$ cat config.mk
export PLATFORM = sky130hd
export DESIGN_NAME = ssre_top
export DESIGN_NICKNAME = d
export VERILOG_FILES = /design/src/include/ssre_pkg.sv /design/src/ssre_speed_chan.sv /design/src/ssre_top.sv
export SDC_FILE = /design/constraint.sdc
export NUM_CORES = 2
export LEC_CHECK = 0
export BUFFER_PORTS_ARGS = -buffer_cell sky130_fd_sc_hd__buf_2
export CORE_MARGIN = 2
export CORE_UTILIZATION = 45
export DETAILED_ROUTE_END_ITERATION = 7
export GPL_ROUTABILITY_DRIVEN = 0
export PLACE_DENSITY = 0.69
export SYNTH_ARGS = -nofsm -noshare
export SYNTH_HDL_FRONTEND = slang
export SYNTH_SLANG_ARGS = --single-unit
$ cat constraint.sdc
create_clock -name hclk -period 16.1 [get_ports hclk]
set_input_delay 3.22 -clock hclk [delete_from_list [all_inputs] [get_ports hclk]]
set_output_delay 3.22 -clock hclk [all_outputs]
set_load 0.005 [all_outputs]
$ cat src/include/ssre_pkg.sv
package ssre_pkg;
  // register byte offsets
  localparam logic [7:0] SSRE_OFF_CTRL = 8'h00;
  localparam logic [7:0] SSRE_OFF_DELAY = 8'h04;
  localparam logic [7:0] SSRE_OFF_SCALE = 8'h08;
  localparam logic [7:0] SSRE_OFF_MISMATCH = 8'h0C;
  localparam logic [7:0] SSRE_OFF_STATUS = 8'h10;
  localparam logic [7:0] SSRE_OFF_SPEED = 8'h14;
  localparam logic [7:0] SSRE_OFF_IRQ_STAT = 8'h18;
  localparam logic [7:0] SSRE_OFF_IRQ_MASK = 8'h1C;
  // ctrl fields
  localparam int SSRE_CTRL_MODE_A_LSB = 0;
  localparam int SSRE_CTRL_MODE_B_LSB = 2;
  localparam int SSRE_CTRL_STARTUP_BIT = 4;
  localparam int SSRE_CTRL_SPEED_EN_BIT = 5;
  // delay fields
  localparam int SSRE_DLY_A_LSB = 0;
  localparam int SSRE_DLY_B_LSB = 8;
  localparam int SSRE_DLY_RESP_LSB = 16;
  // scale fields
  localparam int SSRE_SCALE_C_LSB = 0;
  localparam int SSRE_SCALE_D_LSB = 16;
  // status / irq bits
  localparam int SSRE_ST_OUT_A_BIT = 0;
  localparam int SSRE_ST_OUT_B_BIT = 1;
  localparam int SSRE_ST_READY_BIT = 2;
  localparam int SSRE_ST_ERR_BIT = 3;
  localparam int SSRE_ST_CLEAR_BIT = 4;
  localparam int SSRE_IRQ_INTRUDE_BIT = 0;
  localparam int SSRE_IRQ_MISMATCH_BIT = 1;
  localparam int SSRE_IRQ_READY_BIT = 2;
  // reset values
  localparam logic [31:0] SSRE_RST_CTRL = 32'h00000000;
  localparam logic [31:0] SSRE_RST_DELAY = 32'h00000202;
  localparam logic [31:0] SSRE_RST_SCALE = 32'h00320032;
  localparam logic [31:0] SSRE_RST_MISMATCH = 32'h00000019;
  localparam logic [31:0] SSRE_RST_IRQ_MASK = 32'h00000000;
  // timing
  localparam int SSRE_CLK_MHZ = 100;
  localparam int SSRE_MS_US = 1000;
  localparam int SSRE_MS_CYCLES = SSRE_MS_US * SSRE_CLK_MHZ;
  localparam int SSRE_MS_PER_S = 1000;
  localparam int SSRE_WIN_MS = 100;
  localparam int SSRE_WIN_PER_S = SSRE_MS_PER_S / SSRE_WIN_MS;
  localparam int SSRE_MIN_SPEED_CMS = 10;
  localparam int SSRE_PCT_FULL = 100;
  localparam int SSRE_SYNC_W = 4;

  typedef enum logic [1:0] {
    SSRE_MODE_INHIBIT,
    SSRE_MODE_NODELAY,
    SSRE_MODE_DELAYED,
    SSRE_MODE_RSVD
  } ssre_mode_t;

  typedef enum logic [1:0] {
    SSRE_OUT_OFF,
    SSRE_OUT_WAIT,
    SSRE_OUT_ON
  } ssre_out_state_t;

  typedef enum logic [1:0] {
    SSRE_BUS_IDLE,
    SSRE_BUS_WAIT,
    SSRE_BUS_DONE
  } ssre_bus_state_t;

  typedef struct packed {
    logic [1:0] htrans;
    logic hwrite;
    logic [2:0] hsize;
    logic [31:0] haddr;
  } ssre_ahb_req_t;

  typedef struct packed {
    logic [15:0] speed_d;
    logic [15:0] speed_c;
  } ssre_speed_t;
endpackage

$ cat src/ssre_speed_chan.sv
`timescale 1ns/100ps
module ssre_speed_chan #(
  parameter int CNT_W = 20
) (
  input wire logic hclk,
  input wire logic hresetn,
  input wire logic enc_level,
  input wire logic win_end,
  input wire logic [15:0] ppcm,
  output logic [15:0] speed,
  output logic speed_valid
);
  import ssre_pkg::*;

  localparam int DIV_W = CNT_W + 4;

  initial begin
    if (CNT_W < 8 || CNT_W > 27) begin
      $error("ssre_speed_chan: CNT_W out of range");
    end
  end

  logic prev_reg, prev_next;
  logic [CNT_W-1:0] cnt_reg, cnt_next;
  logic [DIV_W-1:0] num_reg, num_next;
  logic [DIV_W-1:0] quo_reg, quo_next;
  logic [16:0] rem_reg, rem_next;
  logic [4:0] bit_reg, bit_next;
  logic busy_reg, busy_next;
  logic [15:0] speed_reg, speed_next;
  logic valid_reg, valid_next;

  always_comb begin
    logic [16:0] trial;
    trial = '0;
    prev_next = enc_level;
    cnt_next = cnt_reg;
    num_next = num_reg;
    quo_next = quo_reg;
    rem_next = rem_reg;
    bit_next = bit_reg;
    busy_next = busy_reg;
    speed_next = speed_reg;
    valid_next = 1'b0;
    if (enc_level && !prev_reg && cnt_reg != '1) begin
      cnt_next = cnt_reg + 1'b1;
    end
    if (win_end) begin
      // pulses per window scaled to pulses per second
      num_next = DIV_W'(cnt_next) * DIV_W'(SSRE_WIN_PER_S);
      cnt_next = '0;
      quo_next = '0;
      rem_next = '0;
      bit_next = 5'(DIV_W - 1);
      busy_next = 1'b1;
    end else if (busy_reg) begin
      trial = {rem_reg[15:0], num_reg[bit_reg]};
      if (trial >= {1'b0, ppcm}) begin
        rem_next = trial - {1'b0, ppcm};
        quo_next = quo_reg | (DIV_W'(1) << bit_reg);
      end else begin
        rem_next = trial;
      end
      if (bit_reg == 5'h00) begin
        busy_next = 1'b0;
        valid_next = 1'b1;
        if (ppcm == 16'h0000 || quo_next < DIV_W'(SSRE_MIN_SPEED_CMS)) begin
          speed_next = 16'h0000;
        end else if (quo_next > DIV_W'(16'hFFFF)) begin
          speed_next = 16'hFFFF;
        end else begin
          speed_next = quo_next[15:0];
        end
      end else begin
        bit_next = bit_reg - 5'h01;
      end
    end
  end

  always_ff @(posedge hclk or negedge hresetn) begin
    if (!hresetn) begin
      prev_reg <= 1'b0;
      cnt_reg <= '0;
      num_reg <= '0;
      quo_reg <= '0;
      rem_reg <= '0;
      bit_reg <= 5'h00;
      busy_reg <= 1'b0;
      speed_reg <= 16'h0000;
      valid_reg <= 1'b0;
    end else begin
      prev_reg <= prev_next;
      cnt_reg <= cnt_next;
      num_reg <= num_next;
      quo_reg <= quo_next;
      rem_reg <= rem_next;
      bit_reg <= bit_next;
      busy_reg <= busy_next;
      speed_reg <= speed_next;
      valid_reg <= valid_next;
    end
  end

  assign speed = speed_reg;
  assign speed_valid = valid_reg;
endmodule

$ cat src/ssre_top.sv
`timescale 1ns/100ps
// Contract
// - in no-delay mode an output turns on once the field is clear and the response time ran out.
// - in delayed mode an output turns on only after the set seconds of clear field.
// - ready sets one cycle after reset, while startup testing is still off, and never clears, so turning it on holds nothing back.
// - each encoder's pulses are scaled to travel by its own pulses-per-cm factor.
// - a mismatch limit in percent is held and both speeds are compared against it.
// - speeds below 10 cm/s are reported as zero.
// - in restart-inhibit mode an output turns on only with clear field and a restart request.
// - outputs A and B each have their own restart mode.
// - with speed evaluation on, inputs C and D serve the encoders only.
module ssre_top #(
  parameter int MS_CYCLES = ssre_pkg::SSRE_MS_CYCLES,
  parameter int WIN_MS = ssre_pkg::SSRE_WIN_MS
) (
  input wire logic hclk,
  input wire logic hresetn,
  input wire logic hsel,
  input wire ssre_pkg::ssre_ahb_req_t ahb_req,
  input wire logic hready,
  input wire logic [31:0] hwdata,
  output logic [31:0] hrdata,
  output logic hreadyout,
  output logic hresp,
  input wire logic field_clear,
  input wire logic restart_req,
  input wire logic gen_in_c,
  input wire logic gen_in_d,
  output logic gen_c,
  output logic gen_d,
  output logic safety_switching_output_a,
  output logic safety_switching_output_b,
  output logic irq
);
  import ssre_pkg::*;

  localparam int CHAN_CNT_W = 20;

  initial begin
    if (MS_CYCLES < 2 || MS_CYCLES > 1048575 || WIN_MS < 1 || WIN_MS > 65535) begin
      $error("ssre_top: timing parameter out of range");
    end
    // a window shorter than one divide restarts it forever
    if (longint'(MS_CYCLES) * longint'(WIN_MS) <= longint'(CHAN_CNT_W + 5)) begin
      $error("ssre_top: speed window shorter than the divide");
    end
  end

  ////////////////////////////////////////////////////////////////////////////
  // pin synchronisers: field clear, restart, input c, input d
  logic [SSRE_SYNC_W-1:0] s1_reg, s2_reg, s3_reg, filt_reg, filt_next;
  always_comb begin
    filt_next = filt_reg;
    for (int i = 0; i < SSRE_SYNC_W; i++) begin
      if (s2_reg[i] == s3_reg[i]) begin
        filt_next[i] = s3_reg[i];
      end
    end
  end
  always_ff @(posedge hclk or negedge hresetn) begin
    if (!hresetn) begin
      s1_reg <= '0;
      s2_reg <= '0;
      s3_reg <= '0;
      filt_reg <= '0;
    end else begin
      s1_reg <= {gen_in_d, gen_in_c, restart_req, field_clear};
      s2_reg <= s1_reg;
      s3_reg <= s2_reg;
      filt_reg <= filt_next;
    end
  end
  logic clear_f, restart_f;
  assign clear_f = filt_reg[0];
  assign restart_f = filt_reg[1];

  ////////////////////////////////////////////////////////////////////////////
  // millisecond tick and speed window
  logic [19:0] ms_reg, ms_next;
  logic [15:0] win_reg, win_next;
  logic ms_tick, win_end;
  assign ms_tick = (ms_reg == 20'(MS_CYCLES - 1));
  assign win_end = ms_tick && (win_reg == 16'(WIN_MS - 1));
  always_comb begin
    ms_next = ms_tick ? 20'h00000 : ms_reg + 20'h00001;
    win_next = win_reg;
    if (ms_tick) begin
      win_next = win_end ? 16'h0000 : win_reg + 16'h0001;
    end
  end
  always_ff @(posedge hclk or negedge hresetn) begin
    if (!hresetn) begin
      ms_reg <= 20'h00000;
      win_reg <= 16'h0000;
    end else begin
      ms_reg <= ms_next;
      win_reg <= win_next;
    end
  end

  ////////////////////////////////////////////////////////////////////////////
  // registers and ahb-lite slave
  ssre_bus_state_t bs_reg, bs_next;
  logic [7:0] addr_reg, addr_next;
  logic wr_reg, wr_next;
  logic [31:0] rdata_reg, rdata_next;
  logic [31:0] ctrl_reg, ctrl_next, delay_reg, delay_next, scale_reg, scale_next;
  logic [31:0] mism_reg, mism_next, istat_reg, istat_next, imask_reg, imask_next;
  logic [2:0] ev;
  logic [31:0] status_w;
  ssre_speed_t speed_w;
  logic speed_en;
  assign speed_en = ctrl_reg[SSRE_CTRL_SPEED_EN_BIT];

  always_comb begin
    bs_next = bs_reg;
    addr_next = addr_reg;
    wr_next = wr_reg;
    rdata_next = rdata_reg;
    ctrl_next = ctrl_reg;
    delay_next = delay_reg;
    scale_next = scale_reg;
    mism_next = mism_reg;
    imask_next = imask_reg;
    istat_next = istat_reg;
    if (bs_reg == SSRE_BUS_WAIT) begin
      bs_next = SSRE_BUS_DONE;
      if (wr_reg) begin
        case (addr_reg)
          SSRE_OFF_CTRL: ctrl_next = {26'h0, hwdata[5:0]};
          SSRE_OFF_DELAY: delay_next = {8'h00, hwdata[23:0]};
          SSRE_OFF_SCALE: scale_next = hwdata;
          SSRE_OFF_MISMATCH: mism_next = {24'h0, hwdata[7:0]};
          SSRE_OFF_IRQ_STAT: istat_next = istat_reg & ~{29'h0, hwdata[2:0]};
          SSRE_OFF_IRQ_MASK: imask_next = {29'h0, hwdata[2:0]};
          default: ;
        endcase
      end else begin
        case (addr_reg)
          SSRE_OFF_CTRL: rdata_next = ctrl_reg;
          SSRE_OFF_DELAY: rdata_next = delay_reg;
          SSRE_OFF_SCALE: rdata_next = scale_reg;
          SSRE_OFF_MISMATCH: rdata_next = mism_reg;
          SSRE_OFF_STATUS: rdata_next = status_w;
          SSRE_OFF_SPEED: rdata_next = speed_w;
          SSRE_OFF_IRQ_STAT: rdata_next = istat_reg;
          SSRE_OFF_IRQ_MASK: rdata_next = imask_reg;
          default: rdata_next = 32'h00000000;
        endcase
      end
    end else begin
      bs_next = SSRE_BUS_IDLE;
    end
    if (hsel && hready && ahb_req.htrans[1]) begin
      bs_next = SSRE_BUS_WAIT;
      addr_next = {ahb_req.haddr[7:2], 2'b00};
      wr_next = ahb_req.hwrite;
    end
    // new events win over a write-one clear
    istat_next = istat_next | {29'h0, ev};
  end
  always_ff @(posedge hclk or negedge hresetn) begin
    if (!hresetn) begin
      bs_reg <= SSRE_BUS_IDLE;
      addr_reg <= 8'h00;
      wr_reg <= 1'b0;
      rdata_reg <= 32'h00000000;
      ctrl_reg <= SSRE_RST_CTRL;
      delay_reg <= SSRE_RST_DELAY;
      scale_reg <= SSRE_RST_SCALE;
      mism_reg <= SSRE_RST_MISMATCH;
      istat_reg <= 32'h00000000;
      imask_reg <= SSRE_RST_IRQ_MASK;
    end else begin
      bs_reg <= bs_next;
      addr_reg <= addr_next;
      wr_reg <= wr_next;
      rdata_reg <= rdata_next;
      ctrl_reg <= ctrl_next;
      delay_reg <= delay_next;
      scale_reg <= scale_next;
      mism_reg <= mism_next;
      istat_reg <= istat_next;
      imask_reg <= imask_next;
    end
  end
  assign hreadyout = (bs_reg != SSRE_BUS_WAIT);
  assign hresp = 1'b0;
  assign hrdata = rdata_reg;
  assign irq = |(istat_reg & imask_reg);

  ////////////////////////////////////////////////////////////////////////////
  // speed channels and mismatch check
  logic vld_c, vld_d;
  logic err_reg, err_next;
  ssre_speed_chan #(.CNT_W(CHAN_CNT_W)) u_chan_c (
    .hclk(hclk),
    .hresetn(hresetn),
    .enc_level(filt_reg[2] & speed_en),
    .win_end(win_end),
    .ppcm(scale_reg[SSRE_SCALE_C_LSB +: 16]),
    .speed(speed_w.speed_c),
    .speed_valid(vld_c)
  );
  ssre_speed_chan #(.CNT_W(CHAN_CNT_W)) u_chan_d (
    .hclk(hclk),
    .hresetn(hresetn),
    .enc_level(filt_reg[3] & speed_en),
    .win_end(win_end),
    .ppcm(scale_reg[SSRE_SCALE_D_LSB +: 16]),
    .speed(speed_w.speed_d),
    .speed_valid(vld_d)
  );
  assign gen_c = speed_en ? 1'b0 : filt_reg[2];
  assign gen_d = speed_en ? 1'b0 : filt_reg[3];

  always_comb begin
    logic [31:0] diff, hi;
    diff = (speed_w.speed_c > speed_w.speed_d) ?
      32'(speed_w.speed_c - speed_w.speed_d) : 32'(speed_w.speed_d - speed_w.speed_c);
    hi = (speed_w.speed_c > speed_w.speed_d) ? 32'(speed_w.speed_c) : 32'(speed_w.speed_d);
    err_next = err_reg;
    if (!speed_en) begin
      err_next = 1'b0;
    end else if (vld_c && vld_d) begin
      err_next = (diff * 32'(SSRE_PCT_FULL)) > (hi * 32'(mism_reg[7:0]));
    end
  end
  always_ff @(posedge hclk or negedge hresetn) begin
    if (!hresetn) begin
      err_reg <= 1'b0;
    end else begin
      err_reg <= err_next;
    end
  end

  ////////////////////////////////////////////////////////////////////////////
  // startup test and per-output restart
  ssre_out_state_t st_reg [2], st_next [2];
  logic [19:0] tmr_reg [2], tmr_next [2];
  logic [1:0] out_reg, out_next;
  logic ready_reg, ready_next, clr_d_reg, rst_d_reg;
  logic intrude, restart_rise;
  assign intrude = clr_d_reg && !clear_f;
  assign restart_rise = restart_f && !rst_d_reg;
  assign ev = {ready_next && !ready_reg, err_next && !err_reg, intrude};

  always_comb begin
    ssre_mode_t md;
    md = SSRE_MODE_INHIBIT;
    ready_next = ready_reg;
    if (!ctrl_reg[SSRE_CTRL_STARTUP_BIT] || !clear_f) begin
      ready_next = 1'b1;
    end
    for (int i = 0; i < 2; i++) begin
      md = ssre_mode_t'(ctrl_reg[(i * 2) +: 2]);
      st_next[i] = st_reg[i];
      tmr_next[i] = tmr_reg[i];
      case (st_reg[i])
        SSRE_OUT_OFF: begin
          if (clear_f && ready_reg && !err_reg) begin
            case (md)
              SSRE_MODE_NODELAY: begin
                st_next[i] = SSRE_OUT_WAIT;
                tmr_next[i] = 20'(delay_reg[SSRE_DLY_RESP_LSB +: 8]);
              end
              SSRE_MODE_DELAYED: begin
                st_next[i] = SSRE_OUT_WAIT;
                tmr_next[i] = 20'(delay_reg[(i * 8) +: 8]) * 20'(SSRE_MS_PER_S);
              end
              default: begin
                if (restart_rise) begin
                  st_next[i] = SSRE_OUT_ON;
                end
              end
            endcase
          end
        end
        SSRE_OUT_WAIT: begin
          if (tmr_reg[i] == 20'h00000) begin
            st_next[i] = SSRE_OUT_ON;
          end else if (ms_tick) begin
            tmr_next[i] = tmr_reg[i] - 20'h00001;
          end
        end
        default: ;
      endcase
      if (!clear_f || err_reg || !ready_reg) begin
        st_next[i] = SSRE_OUT_OFF;
      end
      out_next[i] = (st_next[i] == SSRE_OUT_ON);
    end
  end
  always_ff @(posedge hclk or negedge hresetn) begin
    if (!hresetn) begin
      for (int i = 0; i < 2; i++) begin
        st_reg[i] <= SSRE_OUT_OFF;
        tmr_reg[i] <= 20'h00000;
      end
      out_reg <= 2'b00;
      ready_reg <= 1'b0;
      clr_d_reg <= 1'b0;
      rst_d_reg <= 1'b0;
    end else begin
      st_reg <= st_next;
      tmr_reg <= tmr_next;
      out_reg <= out_next;
      ready_reg <= ready_next;
      clr_d_reg <= clear_f;
      rst_d_reg <= restart_f;
    end
  end
  assign safety_switching_output_a = out_reg[0];
  assign safety_switching_output_b = out_reg[1];
  assign status_w = {27'h0, clear_f, err_reg, ready_reg, out_reg};
endmodule

# After elaboration in Yosys (flattened, before gate mapping)

Cells that the tools add are included.

Register bits: 462
Input port bits: 78
Output and inout bits: 39
Word-level logic and storage cells: 258

Add/sub/neg operators: 12
$mul: 6
Magnitude comparators: 10
Equality and inequality tests: 35
Shifts and indexed selects: 2
Mux-type cells: 83
Bitwise logic cells: 10
Reduce and logical (&&, ||, !) cells: 54

Operators by type and width:

| cell                                                             | number |
|---|---|
| one-hot mux 32 bit (8 select lines)                              | 1 |
| 2-to-1 mux 24 bit                                                | 10 |
| 2-to-1 mux 20 bit                                                | 11 |
| 2-to-1 mux 16 bit                                                | 12 |
| one-hot mux 20 bit (2 select lines)                              | 4 |
| 2-to-1 mux 32 bit                                                | 4 |
| adder 20 x 1 -> 20 bit (second input constant)                   | 3 |
| greater-than comparator 24 x 16 -> 1 bit (second input constant) | 2 |
| < comparator 24 x 4 -> 1 bit (second input constant)             | 2 |
| OR 24 bit                                                        | 2 |
| left shift 1 x 5 -> 24 bit (first input constant)                | 2 |
| multiplier 20 x 3 -> 23 bit (second input constant)              | 2 |
| logical NOT 20 bit                                               | 2 |
| != test 20 bit (second input constant)                           | 2 |
| subtractor 20 x 1 -> 20 bit (second input constant)              | 2 |
| >= comparator 17 x 16 -> 1 bit                                   | 2 |
| subtractor 16 x 16 -> 17 bit                                     | 2 |
| bitwise AND 32 x 3 -> 32 bit                                     | 1 |
| bitwise AND 32 bit                                               | 1 |
| greater-than comparator 32 x 24 -> 1 bit                         | 1 |
| logical NOT 16 bit                                               | 2 |
| multiplier 32 x 5 -> 30 bit (second input constant)              | 1 |
| inverter 3 -> 32 bit                                             | 1 |
| OR 32 x 3 -> 32 bit                                              | 1 |
| other kinds (37)                                                 | 139 |

# Depth between registers and ports, before layout

Word-level depth: 9
Depth in mapped cells: 40
Mapped depth without buffers: 37

# By module

A second synthesis with hierarchy kept.

Cell total of the unflattened synthesis: 3689
Area total of the unflattened synthesis: 34460.6 um2

By module, submodules not included:

| module                     | times used | cells an instance | area each (um2) | sequential area each (um2) |
|---|---|---|---|---|
| ssre_top                   | 1          | 2158              | 20393.3         | 5494.0 |
| ssre_speed_chan (u_chan_d) | 1          | 767               | 7050.5          | 2677.6 |
| ssre_speed_chan (u_chan_c) | 1          | 764               | 7016.7          | 2677.6 |

# Worst setup path before layout

Ideal clock, no wire load.

Kind: register to register
From: register u_chan_c.speed_reg[6], in the netlist u_chan_c.speed[6]
To: register istat_reg[1]
Setup time: 0.130 ns
Arrival: 7.936 ns
Data required time: 15.970 ns
Slack: 8.034 ns
Stages on the path, launching flop included: 39
Buffers on the path: 3
Period minus slack after synthesis: 8.066 ns
Path through: dfrtp_1 inv_1 ha_1 buf_6 a211o_1 a21oi_2 o211ai_1 a21oi_2 or2_1 buf_6 clkbuf_1 nor2_1 a21oi_1 nor2b_1 fa_1 fa_1 fa_1 inv_1 (+3 left out) or2_2 o32a_1 and3_1 o31ai_1 a211oi_1 nand4_1 a31oi_1 a21o_1 a21oi_1 xor2_1 ha_1 a21o_1 a21oi_1 o21ai_0 a21oi_1 a41oi_1 a211oi_1 o21ai_1

Longest elaborated chain between the ends: 8
Elaborated cells between the ends (all ways): 12
Those cells by class: add/sub: 2; mul: 2; order compare: 2; mux: 4; bitwise: 1; reduce/logical: 1

Ends and longest elaborated chain:

| element                                                                               | line                                              | source |
|---|---|---|
| from (decl)                                                                           | ssre_speed_chan.sv:30                             | `logic [15:0] speed_reg, speed_next;` |
| from (signal assigned)                                                                | ssre_speed_chan.sv:99                             | `speed_reg <= speed_next;` |
| subtractor 16 x 16 -> 17 bit / greater-than comparator 16 bit (equally long branches) | ssre_top.sv:220, ssre_top.sv:219, ssre_top.sv:221 |  |
| 2-to-1 mux 32 bit / 2-to-1 mux 16 bit (equally long branches)                         | ssre_top.sv:219, ssre_top.sv:221                  |  |
| multiplier 32 x 5 -> 30 bit / multiplier 16 x 8 -> 24 bit (equally long branches)     | ssre_top.sv:226                                   | `err_next = (diff * 32'(SSRE_PCT_FULL)) > (hi * 32'(mism_reg[7:0]));` |
| greater-than comparator 32 x 24 -> 1 bit *                                            | ssre_top.sv:226                                   |  |
| 2-to-1 mux 1 bit *                                                                    | ssre_top.sv:225                                   | `end else if (vld_c && vld_d) begin` |
| 2-to-1 mux 1 bit *                                                                    | ssre_top.sv:223                                   | `if (!speed_en) begin` |
| logical AND 1 bit *                                                                   | ssre_top.sv:246                                   | `assign ev = {ready_next && !ready_reg, err_next && !err_reg, intrude};` |
| OR 32 x 3 -> 32 bit *                                                                 | ssre_top.sv:160                                   | `istat_next = istat_next \| {29'h0, ev};` |
| net istat_next[1]                                                                     | ssre_top.sv:108                                   | `logic [31:0] mism_reg, mism_next, istat_reg, istat_next, imask_reg, imask_next;` |
| to (signal assigned)                                                                  | ssre_top.sv:183                                   | `istat_reg <= istat_next;` |
| to (decl)                                                                             | ssre_top.sv:108                                   |  |

Mark *: on every way through the listed nets, which the timed path passes. The rest lies on a longest branch.
A chain may end at the register's enable or synchronous reset.

# Final worst setup path

From: register u_chan_c.speed_reg[6], in the netlist u_chan_c.speed[6]
To: register err_reg

Longest elaborated chain between the ends: 6
Elaborated cells between the ends (all ways): 10
Those cells by class: add/sub: 2; mul: 2; order compare: 2; mux: 4

Ends and longest elaborated chain:

| element                                                                               | line                                              | source |
|---|---|---|
| subtractor 16 x 16 -> 17 bit / greater-than comparator 16 bit (equally long branches) | ssre_top.sv:220, ssre_top.sv:219, ssre_top.sv:221 |  |
| 2-to-1 mux 32 bit / 2-to-1 mux 16 bit (equally long branches)                         | ssre_top.sv:219, ssre_top.sv:221                  |  |
| multiplier 32 x 5 -> 30 bit / multiplier 16 x 8 -> 24 bit (equally long branches)     | ssre_top.sv:226                                   |  |
| greater-than comparator 32 x 24 -> 1 bit *                                            | ssre_top.sv:226                                   |  |
| 2-to-1 mux 1 bit *                                                                    | ssre_top.sv:225                                   |  |
| 2-to-1 mux 1 bit *                                                                    | ssre_top.sv:223                                   |  |
| net err_next                                                                          | ssre_top.sv:195                                   | `logic err_reg, err_next;` |
| to (signal assigned)                                                                  | ssre_top.sv:233                                   | `err_reg <= err_next;` |
| to (decl)                                                                             | ssre_top.sv:195                                   |  |

Marks and branches as above.

==> key figures <==
Run status
  • Outcome: finished with violations
  • Failing checks: DRC

CTS
  • Clk_lat worst skew: 0.61 ns
  • Clock sink count: 433
  • CTS buffer count: 48
  • CTS tree: done
  • CTS H-tree lvls: 2
  • Worst-path clk slew: approximately 0.060 ns
  • # hold bufs at CTS: 0
  • Post-CTS Resized: 0
  • Postcts setup bufs: 0
  • Clock root buffer: clkbuf_16
  • Clock tree buffer depth: 3

Power
  • Combinational fraction of design power: 0.235
  • Sw Share: 0.319
  • Cell leakage power: between 15 and 20 nW
  • Int Pwr: 2.26 mW
  • Pwr Density: 90.5 nW/um^2
  • Clock share of power: 0.376
  • Worst VDD drop: roughly 0.000084 V
  • Seq pwr share: 0.389
  • Switching power: ~1.1 mW

Route
  • Drt initial violations: approximately 2100
  • Drt wl/cell: roughly 18 um
  • Post-DRT Antenna Nets: 0
  • Routed WL: around 82000 um
  • Residual DRC count: 19
  • Vias per inst: ~5.6
  • First-pass DRT Iterations: 8
  • Via count: roughly 26000

Setup path
  • Critical path's top delay family: compound AO/OA/AOI/OAI gates
  • CP max stage cell: a21oi_1
  • Worst Path Buf+Inv: 4
  • Crit path launch type: flop
  • CP Capture Type: flop
  • Critical path depth: 36
  • Max incr delay on CP: 0.66 ns
  • Req. time, crit path: ~17 ns
  • Worst Path Arrival: about 10 ns
  • R2r startpoint: u_chan_c.speed[6]
  • WS Path Type: reg2reg
  • Crit path from: u_chan_c.speed[6]
  • Critical Path Fanout Max: 38
  • Most used cell, CP: a21oi_1
  • R2R cell count: 36

Layout
  • Nets@finish: 4194
  • Area of the multi-input gates: about 21000 sq um
  • FF/Latch Area: 10800 sq um
  • Final instance area: 36700 sq um
  • Post-route insts no fill: approximately 4600
  • Syn-to-layout area delta: 9.22%
  • Share of layout cells above drive strength 1: 0.0855
  • Filler Cell Count: roughly 7000
  • Max reg flops: 40

STA
  • Hold Vio Cnt, Final: 0
  • Relative slew slack: 0.290
  • Max-slew violations: 0
  • Period utilisation layout: 0.616
  • # setup viols final: 0
  • Clk_skew: around 0.029 ns
  • Post-route setup TNS: 0 ns
  • Unrepaired setup endpoints after global routing: false
  • Fin crit period: just under 10 ns
  • Worst-margin pin slew: about 1.1 ns
  • Max frequency: roughly 100 MHz

Floorplan
  • Die Span Y: roughly 280 um
  • Die area: 76900 sq um
  • Io pins: around 120
  • Initial Util: 0.453
  • Die X: roughly 280 um
  • Placeable Area: between 70000 and 80000 sq um
  • Row Count: 100

Logic synthesis
  • Synth unique cells: 92
  • Ys flop type: dfrtp_1
  • Post-synth EDFFs: 0
  • Synth area leaders: dfrtp_1, ha_1, fa_1, inv_1, o21ai_0
  • Area share of the largest cell type after synthesis: 0.314
  • Syn_nets: roughly 4200
  • Seq cells post-synth: about 430
  • Cell type with the largest total area after synthesis: dfrtp_1
  • Syn Area/Cell: 9.34 sq um
  • Post-synthesis async set-or-reset flop share: 1.00
  • Synthesis Warnings: 0
  • Netlist Area Pre-Place: 33600 sq um
  • Gate Count Post-Synth: between 3000 and 4000
  • Seq/Total Area, Yosys: 0.323

Global routing
  • Vias in the first global route: between 20000 and 30000
  • GRT Overall Usage: 0.215
  • Grt ovf: 0
  • Initial antenna violation count: 7
  • Largest net degree at the start of global routing: between 100 and 150
  • First-pass GRT wire length: 135000 um

Worst hold path
  • Worst hold path type: reg2reg
  • Min-delay src: s1_reg[1]
  • Hold depth: 0

Place
  • Port Buffers: 85
  • Area post-placement: 34900 sq um
  • DPL Wire Length: just over 60000 um
  • Placed Cells: 4539

Run
  • Max Cap Viol: 0
-- power by group through the flow --
stage          Combinational [mW]  Sequential, mW  Clock [mW]
2_1_floorplan               0.590            1.27           0
5_1_grt                     0.885            1.31        1.32
6_report                    0.781            1.29        1.25
4_1_cts                     0.786            1.29        1.27
3_5_place_dp                0.776            1.31           0
3_3_place_gp                0.759            1.31           0
-- placed cells by master, fill, tap and decap left out, types with 39 or more instances in the layout --
master,n
a211oi_1,48
a21o_1,66
a21oi_1,195
a31oi_1,41
and2_1,62
buf_2,84
clkbuf_16,48
dfrtp_1,422
fa_1,150
ha_1,346
inv_1,325
mux2_2,51
mux2i_1,49
nand2_1,266
nand3_1,63
nor2_1,275
nor2b_1,122
nor3_1,61
nor4_1,39
o21ai_0,233
xnor2_1,128
xor2_1,77
-- final timing paths --
kind	to	slack (ns)
max reg2reg	err_reg	6.18
min	s2_reg[1]	0.35
max	err_reg	6.18
min in group asynchronous	ms_reg[2]	2.66
min reg2reg	s2_reg[1]	0.35
max in group asynchronous	u_chan_d.rem_reg[13]	11.25
-- area by class of cell --
class / count / area share
Multi-Input combinational cell: 2695 / 0.571
Sequential cell: 433 / 0.296
Inverter: 328 / 0.0336
Clock inverter: 23 / 0.0117
Antenna cell: 2 / 0.000136
Timing Repair Buffer: 114 / 0.0178
Clock buffer: 66 / 0.0373
Tap cell: 969 / 0.0330
-- metal layers --
metal	GRT usage	up-vias	routed length (um)	part of all wire
met3	0.0369	102	4800	0.058
met2	0.348	619	37800	0.46
met5	0	-	54	0.00066
met1	0.300	12694	37800	0.46
met4	0.0516	8	1740	0.021
li1	-	12550	-	-
-- per-stage QoR --
stage	utilization	hold slack [ns]	worst slack, ns	power (mW)
after global placement	0.470	0.334	6.34	2.07
final	0.495	0.347	6.18	3.32
after floorplan	-	0.331	8.03	1.86
after global routing	0.495	0.353	5.51	3.51
after CTS	0.495	0.347	6.27	3.35
after detailed placement	0.470	0.335	6.31	2.09
-- Yosys cell counts (14+ instances only) --
cell and instances:
o22ai_1 36, a22oi_1 14, a211oi_1 48, nand2_1 266, xnor2_1 128, and3_1 26, buf_1 14, and2_1 62
mux2i_1 49, a222oi_1 18, o21a_1 22, ha_1 346, nor4_1 39, xor2_1 77, or2_2 14, clkbuf_1 103
fa_1 150, nand4_1 32, nor2b_1 122, inv_1 325, nand3_1 63, nand2b_1 38, dfrtp_1 422, mux2_2 51
nor2_1 278, o21ai_0 233, or3_1 14, a21o_1 66, a31oi_1 41, nor3_1 63, a21oi_1 195
-- kinds of logic after synthesis --
family / after synthesis / share of synthesized area
other: 1 / 0.000112
AO/OA/AOI/OAI: 817 / 0.154
adder cells (fa/ha/maj): 500 / 0.219
multiplexers: 113 / 0.0404
flip-flops: 433 / 0.323
XOR/XNOR: 205 / 0.0534
AND/OR/NAND/NOR: 1059 / 0.155
buffers and inverters: 470 / 0.0546
Note: power is estimated with default switching activity, not from simulation.
